File: src/pkg/flash_seq_map.vh
`ifndef FLASH_SEQ_MAP_VH
`define FLASH_SEQ_MAP_VH
`define OP_READ_DUAL_OUT  8'h3B
`define OP_READ_DUAL_IO   8'hBB
`define OP_PAGE_PROGRAM   8'h02
`define OP_SECTOR_ERASE_A 8'h20
`define OP_SECTOR_ERASE_B 8'hD7
`define OP_BLOCK_ERASE    8'hD8
`define OP_CHIP_ERASE_A   8'h60
`define OP_CHIP_ERASE_B   8'hC7
`define OP_STATUS_READ    8'h05
`define OP_STATUS_WRITE   8'h01
`define OP_WRITE_ENABLE   8'h06
`define OP_WRITE_DISABLE  8'h04
`define ADDR_TOP          19'h7FFFF
`define STAT_BUSY_BIT     0
`define STAT_WEL_BIT      1
`define CLK_NS            50
`define PROGRAM_TIME_US   4000
`define SECTOR_ERASE_TIME_US 40000
`define BLOCK_ERASE_TIME_US  80000
`define ARRAY_ERASE_TIME_US  250000
`define US_TO_CYC(t)      ((t) * 1000 / `CLK_NS)
`endif

File: src/verilog/flash_seq.v
`timescale 1ns/100ps
`include "flash_seq_map.vh"
module flash_seq
#(
  parameter PROGRAM_CYC = `US_TO_CYC(`PROGRAM_TIME_US),
  parameter SECTOR_CYC  = `US_TO_CYC(`SECTOR_ERASE_TIME_US),
  parameter BLOCK_CYC   = `US_TO_CYC(`BLOCK_ERASE_TIME_US),
  parameter ARRAY_CYC   = `US_TO_CYC(`ARRAY_ERASE_TIME_US)
)
(
  // Clock and reset
  input  wire        i_clk,
  input  wire        i_nrst,
  // Serial link pins
  input  wire        i_cs_n,
  input  wire        i_sck,
  input  wire        i_data_line_lower,
  output reg         o_data_line_lower,
  output reg         o_data_line_lower_oe,
  input  wire        i_data_line_upper,
  output reg         o_data_line_upper,
  output reg         o_data_line_upper_oe,
  // Protection state
  input  wire        i_protect_hit,
  input  wire        i_any_protected,
  // Array read port
  output reg  [18:0] o_rd_addr,
  input  wire [7:0]  i_rd_data,
  // Array write port
  output reg         o_wr_en,
  output reg  [18:0] o_wr_addr,
  output reg  [7:0]  o_wr_data,
  // Erase request
  output reg         o_erase_en,
  output reg  [1:0]  o_erase_kind,
  output reg  [18:0] o_erase_addr,
  // Status
  output wire        o_busy,
  output wire        o_wel
);

localparam S_IDLE = 3'h0;
localparam S_CMD  = 3'h1;
localparam S_ADDR = 3'h2;
localparam S_DUMMY = 3'h3;
localparam S_RDATA = 3'h4;
localparam S_PDATA = 3'h5;
localparam S_STAT = 3'h6;
localparam S_SKIP = 3'h7;

localparam K_SECTOR = 2'h0;
localparam K_BLOCK  = 2'h1;
localparam K_ARRAY  = 2'h2;

////////////////////////////////////////////////////////////////////////
// Pin synchronisers
reg  [1:0] cs_sync_reg;
reg  [1:0] sck_sync_reg;
reg  [1:0] lo_sync_reg;
reg  [1:0] up_sync_reg;
reg        sck_prev_reg;
reg        cs_prev_reg;
always @(posedge i_clk or negedge i_nrst)
begin
  if (!i_nrst)
  begin
    cs_sync_reg  <= 2'h3;
    sck_sync_reg <= 2'h0;
    lo_sync_reg  <= 2'h0;
    up_sync_reg  <= 2'h0;
    sck_prev_reg <= 1'b0;
    cs_prev_reg  <= 1'b1;
  end
  else
  begin
    cs_sync_reg  <= {cs_sync_reg[0], i_cs_n};
    sck_sync_reg <= {sck_sync_reg[0], i_sck};
    lo_sync_reg  <= {lo_sync_reg[0], i_data_line_lower};
    up_sync_reg  <= {up_sync_reg[0], i_data_line_upper};
    sck_prev_reg <= sck_sync_reg[1];
    cs_prev_reg  <= cs_sync_reg[1];
  end
end

wire cs_n    = cs_sync_reg[1];
wire sck_r   = sck_sync_reg[1] & ~sck_prev_reg & ~cs_n;
wire sck_f   = ~sck_sync_reg[1] & sck_prev_reg & ~cs_n;
wire cs_rise = cs_n & ~cs_prev_reg;
wire lo_in   = lo_sync_reg[1];
wire up_in   = up_sync_reg[1];

////////////////////////////////////////////////////////////////////////
// Command shifter and state
reg  [2:0]  state_reg;
reg  [7:0]  op_reg;
reg  [7:0]  shift_reg;
reg  [4:0]  cnt_reg;
reg  [23:0] addr_reg;
reg  [18:0] ptr_reg;
reg         dual_in_reg;
reg  [7:0]  out_reg;
reg  [7:0]  page_mem [0:255];
reg  [255:0] page_valid_reg;
reg  [7:0]  page_idx_reg;
reg         page_any_reg;
reg         wel_reg;
reg         busy_reg;
reg         prog_run_reg;
reg  [8:0]  prog_idx_reg;
reg  [23:0] timer_reg;
reg  [18:0] prog_base_reg;

assign o_busy = busy_reg;
assign o_wel  = wel_reg;

wire [7:0] status_byte = {6'h00, wel_reg, busy_reg};
// Dual phases take two bits per clock
wire       dual_phase = dual_in_reg | (state_reg == S_RDATA);
wire [4:0] last_cnt   = dual_phase ? 5'h3 : 5'h7;
wire [7:0] shift_in   = dual_in_reg ? {shift_reg[5:0], up_in, lo_in}
                                    : {shift_reg[6:0], lo_in};

always @(posedge i_clk or negedge i_nrst)
begin
  if (!i_nrst)
  begin
    state_reg      <= S_IDLE;
    op_reg         <= 8'h00;
    shift_reg      <= 8'h00;
    cnt_reg        <= 5'h00;
    addr_reg       <= 24'h000000;
    ptr_reg        <= 19'h00000;
    dual_in_reg    <= 1'b0;
    out_reg        <= 8'h00;
    page_valid_reg <= 256'h0;
    page_idx_reg   <= 8'h00;
    page_any_reg   <= 1'b0;
    wel_reg        <= 1'b0;
    busy_reg       <= 1'b0;
    prog_run_reg   <= 1'b0;
    prog_idx_reg   <= 9'h000;
    timer_reg      <= 24'h000000;
    prog_base_reg  <= 19'h00000;
    o_wr_en        <= 1'b0;
    o_wr_addr      <= 19'h00000;
    o_wr_data      <= 8'h00;
    o_erase_en     <= 1'b0;
    o_erase_kind   <= K_SECTOR;
    o_erase_addr   <= 19'h00000;
    o_rd_addr      <= 19'h00000;
    o_data_line_lower    <= 1'b0;
    o_data_line_lower_oe <= 1'b0;
    o_data_line_upper    <= 1'b0;
    o_data_line_upper_oe <= 1'b0;
  end
  else
  begin
    o_wr_en    <= 1'b0;
    o_erase_en <= 1'b0;
    // Internal write timing; page bytes go out one per cycle first
    if (prog_run_reg)
    begin
      if (prog_idx_reg[8])
        prog_run_reg <= 1'b0;
      else
      begin
        if (page_valid_reg[prog_idx_reg[7:0]])
        begin
          o_wr_en   <= 1'b1;
          o_wr_addr <= {prog_base_reg[18:8], prog_idx_reg[7:0]};
          o_wr_data <= page_mem[prog_idx_reg[7:0]];
        end
        prog_idx_reg <= prog_idx_reg + 9'h001;
      end
    end
    if (busy_reg)
    begin
      if (timer_reg == 24'h000000)
      begin
        busy_reg <= 1'b0;
        wel_reg  <= 1'b0;
      end
      else
        timer_reg <= timer_reg - 24'h000001;
    end

    if (cs_n)
    begin
      state_reg            <= S_IDLE;
      o_data_line_lower_oe <= 1'b0;
      o_data_line_upper_oe <= 1'b0;
    end
    if (cs_rise && !busy_reg)
    begin
      // Write enable/disable and erases take effect only on a byte boundary; program and status write do not check it
      case (op_reg)
        `OP_WRITE_ENABLE:
          if (state_reg == S_SKIP && cnt_reg == 5'h0)
            wel_reg <= 1'b1;
        `OP_WRITE_DISABLE:
          if (state_reg == S_SKIP && cnt_reg == 5'h0)
            wel_reg <= 1'b0;
        `OP_STATUS_WRITE:
          wel_reg <= 1'b0;
        `OP_PAGE_PROGRAM:
          if (state_reg == S_PDATA && page_any_reg && wel_reg)
          begin
            busy_reg <= 1'b1;
            timer_reg <= PROGRAM_CYC[23:0];
            if (!i_protect_hit)
            begin
              prog_run_reg  <= 1'b1;
              prog_idx_reg  <= 9'h000;
              prog_base_reg <= addr_reg[18:0];
            end
          end
        `OP_SECTOR_ERASE_A, `OP_SECTOR_ERASE_B, `OP_BLOCK_ERASE:
          if (state_reg == S_SKIP && cnt_reg == 5'h0 && wel_reg)
          begin
            busy_reg <= 1'b1;
            o_erase_en <= ~i_protect_hit;
            o_erase_addr <= addr_reg[18:0];
            if (op_reg == `OP_BLOCK_ERASE)
            begin
              o_erase_kind <= K_BLOCK;
              timer_reg <= BLOCK_CYC[23:0];
            end
            else
            begin
              o_erase_kind <= K_SECTOR;
              timer_reg <= SECTOR_CYC[23:0];
            end
          end
        `OP_CHIP_ERASE_A, `OP_CHIP_ERASE_B:
          if (state_reg == S_SKIP && cnt_reg == 5'h0 && wel_reg)
          begin
            busy_reg     <= 1'b1;
            o_erase_en   <= ~i_any_protected;
            o_erase_kind <= K_ARRAY;
            timer_reg    <= ARRAY_CYC[23:0];
          end
        default:
          op_reg <= 8'h00;
      endcase
    end
    if (cs_rise)
      op_reg <= 8'h00;

    if (!cs_n && state_reg == S_IDLE)
    begin
      state_reg   <= S_CMD;
      cnt_reg     <= 5'h0;
      dual_in_reg <= 1'b0;
    end
    else if (sck_r)
    begin
      shift_reg <= shift_in;
      cnt_reg   <= (cnt_reg == last_cnt) ? 5'h0 : cnt_reg + 5'h1;
      case (state_reg)
        S_CMD:
          if (cnt_reg == 5'h7)
          begin
            op_reg <= shift_in;
            cnt_reg <= 5'h0;
            // Busy device only answers status reads
            if (shift_in == `OP_STATUS_READ)
            begin
              state_reg <= S_STAT;
              out_reg   <= status_byte;
            end
            else if (busy_reg)
              state_reg <= S_SKIP;
            else if (shift_in == `OP_READ_DUAL_IO)
            begin
              state_reg <= S_ADDR;
              dual_in_reg <= 1'b1;
            end
            else if (shift_in == `OP_READ_DUAL_OUT ||
                     shift_in == `OP_PAGE_PROGRAM ||
                     shift_in == `OP_SECTOR_ERASE_A ||
                     shift_in == `OP_SECTOR_ERASE_B ||
                     shift_in == `OP_BLOCK_ERASE)
              state_reg <= S_ADDR;
            else
              state_reg <= S_SKIP;
          end
        S_ADDR:
          if (cnt_reg == last_cnt)
          begin
            addr_reg <= {addr_reg[15:0], shift_in};
            if (addr_reg[31-16:8] == 8'h00 && 1'b0)
              state_reg <= S_SKIP;
            if (cnt_reg == last_cnt && page_idx_reg == 8'h02)
            begin
              page_idx_reg <= shift_in;
              ptr_reg      <= {addr_reg[10:0], shift_in};
              if (op_reg == `OP_PAGE_PROGRAM)
              begin
                // Buffer kept until a new program, so status polls
                // during the write cannot wipe pending bytes
                state_reg      <= S_PDATA;
                page_valid_reg <= 256'h0;
                page_any_reg   <= 1'b0;
              end
              else if (op_reg == `OP_READ_DUAL_OUT ||
                       op_reg == `OP_READ_DUAL_IO)
                state_reg <= S_DUMMY;
              else
                state_reg <= S_SKIP;
            end
            else
              page_idx_reg <= page_idx_reg + 8'h01;
          end
        S_DUMMY:
          if (cnt_reg == last_cnt)
          begin
            // Dummy bits discarded, both lines now driven
            state_reg   <= S_RDATA;
            dual_in_reg <= 1'b0;
            o_rd_addr   <= ptr_reg;
          end
        S_PDATA:
          if (cnt_reg == 5'h7)
          begin
            // Whole bytes only; a newer byte overwrites its slot
            page_mem[page_idx_reg] <= shift_in;
            page_valid_reg[page_idx_reg] <= 1'b1;
            page_idx_reg <= page_idx_reg + 8'h01;
            page_any_reg <= 1'b1;
          end
        default:
          state_reg <= state_reg;
      endcase
    end
    if (state_reg != S_ADDR && state_reg != S_PDATA)
      page_idx_reg <= (state_reg == S_CMD) ? 8'h00 : page_idx_reg;

    // Output on falling clock edges
    if (sck_f && state_reg == S_STAT)
    begin
      o_data_line_upper_oe <= 1'b1;
      o_data_line_upper    <= out_reg[7];
      out_reg <= (cnt_reg == 5'h0) ? status_byte : {out_reg[6:0], 1'b0};
      if (cnt_reg == 5'h0)
        o_data_line_upper <= status_byte[7];
      if (cnt_reg == 5'h0)
        out_reg <= {status_byte[6:0], 1'b0};
    end
    if (sck_f && state_reg == S_RDATA)
    begin
      o_data_line_upper_oe <= 1'b1;
      o_data_line_lower_oe <= 1'b1;
      if (cnt_reg == 5'h0)
      begin
        o_data_line_upper <= i_rd_data[7];
        o_data_line_lower <= i_rd_data[6];
        out_reg   <= {i_rd_data[5:0], 2'h0};
        ptr_reg   <= (ptr_reg == `ADDR_TOP) ? 19'h00000
                     : ptr_reg + 19'h00001;
        o_rd_addr <= (ptr_reg == `ADDR_TOP) ? 19'h00000
                     : ptr_reg + 19'h00001;
      end
      else
      begin
        o_data_line_upper <= out_reg[7];
        o_data_line_lower <= out_reg[6];
        out_reg <= {out_reg[5:0], 2'h0};
      end
    end
  end
end

endmodule

File: config.mk
export PLATFORM = sky130hd
export DESIGN_NAME = flash_seq
export DESIGN_NICKNAME = d
export VERILOG_FILES = /design/src/verilog/flash_seq.v
export VERILOG_INCLUDE_DIRS = /design/src /design/src/pkg
export SDC_FILE = /design/constraint.sdc
export NUM_CORES = 2
export LEC_CHECK = 0
export BUFFER_PORTS_ARGS = -buffer_cell sky130_fd_sc_hd__buf_2
export CORE_MARGIN = 5
export CORE_UTILIZATION = 40
export DETAILED_ROUTE_END_ITERATION = 8
export PLACE_DENSITY = 0.63
export SYNTH_ARGS = -nofsm -noshare
export SYNTH_HDL_FRONTEND = slang
export SYNTH_SLANG_ARGS = --single-unit
File: constraint.sdc
create_clock -name i_clk -period 15.7 [get_ports i_clk]
set_input_delay 3.14 -clock i_clk [delete_from_list [all_inputs] [get_ports i_clk]]
set_output_delay 3.14 -clock i_clk [all_outputs]
set_load 0.05 [all_outputs]
==> impl_metrics.tcl <==
set metrics [dict create \
    cts.root.buffer_cell "sky130_fd_sc_hd__clkbuf_16" \
    register_share_of_total_power 0.475 \
    grt_start_max_net_pins 156 \
    portion_of_netlist_area_occupied_by_mux_cells 0.144 \
    yosys.area_share.simple 0.0529 \
    core_um2 251000 \
    drt-wirelength-per-cell_um 29.9 \
    cts_setup_buffers 0 \
    setup.worst_path.class "flip-flop to flip-flop" \
    final_layout_size_suffix_gt1_frac 0.196 \
    antenna_found_initial 14 \
    syn-instance-count 5965 \
    dominant_combinational_cell_family_by_area_after_synthesis "multiplexers" \
    drc 0 \
    pin_count 91 \
    critPathLaunchType "flip-flop" \
    drt_iter0_drc 7962 \
    grt_pass1_vias 56700 \
    floorplan.die_area_um2 263000 \
    rsz0062_at_grt "false" \
    achievable-frequency_mhz 163 \
    synth_ff_type "sky130_fd_sc_hd__edfxtp_1" \
    run_status "finished, final reports clean" \
    sw_frac_of_total 0.260 \
    synth_compound_gate_area_share 0.0551 \
    leakage_nw 39.3 \
    period_minus_slack_ns 6.15 \
    track_usage 0.214 \
    largest_register_ffs 2048 \
    synth.cell_area_um2 101000 \
    drt.antenna.violating_nets 0 \
    synth_enable_flop_cells 2048 \
    critPathBufInv 3 \
    power_density_nw_per_um2 144 \
    post_synth_net_total 5991 \
    cts_tree "built" \
    floorplan.die.height_um 513 \
    clk-insertion-delay-late_ns 0.93 \
    worst-endpoint-required_ns 16.51 \
    route.detailed.vias_per_inst 5.98 \
    cts.reportedPaths.clkPinSlew_ns 0.06 \
    globalRouteOverflowTotal 0 \
    routed-via-count 57600 \
    postCtsHoldBufs 0 \
    grt_first_pass_wirelength_mm 414 \
    most_frequent_standard_cell_in_the_layout_excluding_fill_and_tap_cells "sky130_fd_sc_hd__edfxtp_1" \
    hold_class "flip-flop to flip-flop" \
    clock_path_buffers 4 \
    yosysSeqAreaShare 0.724 \
    number_of_storage_elements_in_the_synthesis_netlist 2513 \
    most-common-layout-cells "2,048 x sky130_fd_sc_hd__edfxtp_1, 669 x sky130_fd_sc_hd__nor2_1, 487 x sky130_fd_sc_hd__mux4_2, 457 x sky130_fd_sc_hd__dfrtp_1, 393 x sky130_fd_sc_hd__a21oi_1" \
    synth_area_per_cell_um2 16.9 \
    cpLargestDelayFamily "buffers and inverters" \
    ys_warn_count 0 \
    switchingPower_mw 4.27 \
    post_synth_num_cell_types 78 \
    vdd.ir_drop.worst_mv 0.129 \
    actual_transition_at_the_worst_max_transition_pin_ns 1.35 \
    comb_power_share 0.139 \
    htree_levels 5 \
    area_growth_syn_to_layout_pct 12.7 \
    skew_ns 0.0690 \
    cp-end-kind "flip-flop" \
    async_flop_share 0.185 \
    path_max_fanout 105 \
    hold_ws_ns 0.351 \
    start_util 0.402 \
    crit_path_top_delay_cell "sky130_fd_sc_hd__nor4_1" \
    share_of_the_synthesized_netlist_area_taken_by_xor_and_xnor_gates 0.00269 \
    crit_path_frequent_cell "sky130_fd_sc_hd__buf_4" \
    placementRows 184 \
    die_width_um 513 \
    final.setup.worst_slack_ns 9.55 \
    p_int_mw 12.2 \
    final.fill_count 21400 \
    cts.sinks 2513 \
    dp.final_hpwl_mm 172 \
    fin_setup_tns_ns 0 \
    timing.final.crit_share 0.392 \
    drv_cap 0 \
    max_slew_margin 0.101 \
    numPortBuffers 90 \
    globalplace.congestion 0.883 \
    area.sequential_um2 73200 \
    placement.setup.worst_slack_ns 8.81 \
    crit_path_max_incr_delay_ns 1.10 \
    clkPwrFrac 0.387 \
    critical_path_arrival_ns 6.96 \
    timing.final.hold_violations 0 \
    drt-pass1-iter-count 6 \
    drt-total-wl_mm 287 \
    multi_input_comb_area_um2 25900 \
    final-max-slew-violation-count 0 \
    final-setup-viol-count 0 \
    finish.net_count 6107 \
    postCtsResizedCells 0 \
    tritoncts.num_buffers 275 \
    critical_path.cell_chain "buf_12 > buf_4 > buf_4 > mux4_2 > a22oi_1 > a21oi_1 > nor4_1 > a31oi_1 > or3_1 > mux2_1" \
    synthAdderAreaFrac 0.00124 \
]
## layer usage
metal  track usage  share of wire  vias up
met5             0        0.00035        -
li1              -              -    23700
met2         0.331           0.46     3408
met3        0.0506           0.10      567
met4        0.0782          0.040       16
met1         0.299           0.40    29900
## path summary, 6_finish.rpt
check | start | to | slack [ns] | cells after the start
min in group asynchronous | i_nrst | ptr_reg[1]$_DFF_PN0_ | 2.19 | 1
min reg2reg | cs_sync_reg[0]$_DFF_PN1_ | cs_sync_reg[1]$_DFF_PN1_ | 0.35 | 0
min | cs_sync_reg[0]$_DFF_PN1_ | cs_sync_reg[1]$_DFF_PN1_ | 0.35 | 0
max reg2reg | prog_idx_reg[0]$_DFF_PN0_ | o_wr_data[6]$_DFFE_PN0P_ | 9.55 | 10
max in group asynchronous | i_nrst | page_valid_reg[126]$_DFFE_PN0P_ | 10.46 | 4
max | prog_idx_reg[0]$_DFF_PN0_ | o_wr_data[6]$_DFFE_PN0P_ | 9.55 | 10
## worst reg2reg max path, delay by kind of cell (launching register included)
kind,cells,cell delay [ns]
flops,1,0.72
mux,2,0.95
simple gates,2,1.49
compound gates,3,0.55
buf+inv,3,2.36
## power by group through the flow
stage,clock (mW),sequential [mW],combinational (mW)
floorplan,0,8.05,1.31
global placement,0,7.94,2.27
detailed placement,0,7.94,2.30
CTS,6.44,7.80,2.30
global route,6.73,7.81,2.39
finish,6.36,7.81,2.28
## metrics by stage
step	std cells	total power [mW]	utilization	area [um^2]
final	9618	16.4	0.453	114000
after global routing	9617	16.9	0.453	114000
after CTS	9616	16.5	0.453	114000
after detailed placement	9152	10.2	0.418	105000
after global placement	9152	10.2	0.418	105000
after floorplan	5965	9.36	-	101000
## cell type report
cell class / instances / area share
clock inverters: 120 / 0.0117
flip-flops and latches: 2513 / 0.643
well taps: 3348 / 0.0368
clock buffers: 344 / 0.0651
multi-input cells: 3020 / 0.228
inverters: 37 / 0.00175
repair buffers: 234 / 0.0143
diodes: 2 / 0.0000440
## logic make-up after synthesis
kind of cell,after synthesis
flops,2513
simple gates,1233
compound gates,915
mux,831
buf+inv,432
xor+xnor,31
fa+ha+maj,10
## Yosys cell counts (49+ instances only)
| cell type | instances | area share |
|---|---|---|
| sky130_fd_sc_hd__nor2_1 | 677 | 0.025 |
| sky130_fd_sc_hd__o221ai_1 | 75 | 0.0065 |
| sky130_fd_sc_hd__nand2_1 | 248 | 0.0092 |
| sky130_fd_sc_hd__dfrtp_1 | 462 | 0.11 |
| sky130_fd_sc_hd__o22ai_1 | 57 | 0.0035 |
| sky130_fd_sc_hd__a21oi_1 | 393 | 0.019 |
| sky130_fd_sc_hd__mux2_2 | 59 | 0.0066 |
| sky130_fd_sc_hd__edfxtp_1 | 2048 | 0.61 |
| sky130_fd_sc_hd__nand3_1 | 71 | 0.0035 |
| sky130_fd_sc_hd__mux2i_1 | 267 | 0.026 |
| sky130_fd_sc_hd__mux4_2 | 487 | 0.11 |
| sky130_fd_sc_hd__clkbuf_1 | 215 | 0.0080 |
| sky130_fd_sc_hd__o21ai_0 | 169 | 0.0084 |
| sky130_fd_sc_hd__buf_4 | 58 | 0.0043 |
| sky130_fd_sc_hd__nor3_1 | 49 | 0.0024 |
| sky130_fd_sc_hd__buf_2 | 81 | 0.0040 |
(Power assumes the default switching activity.)
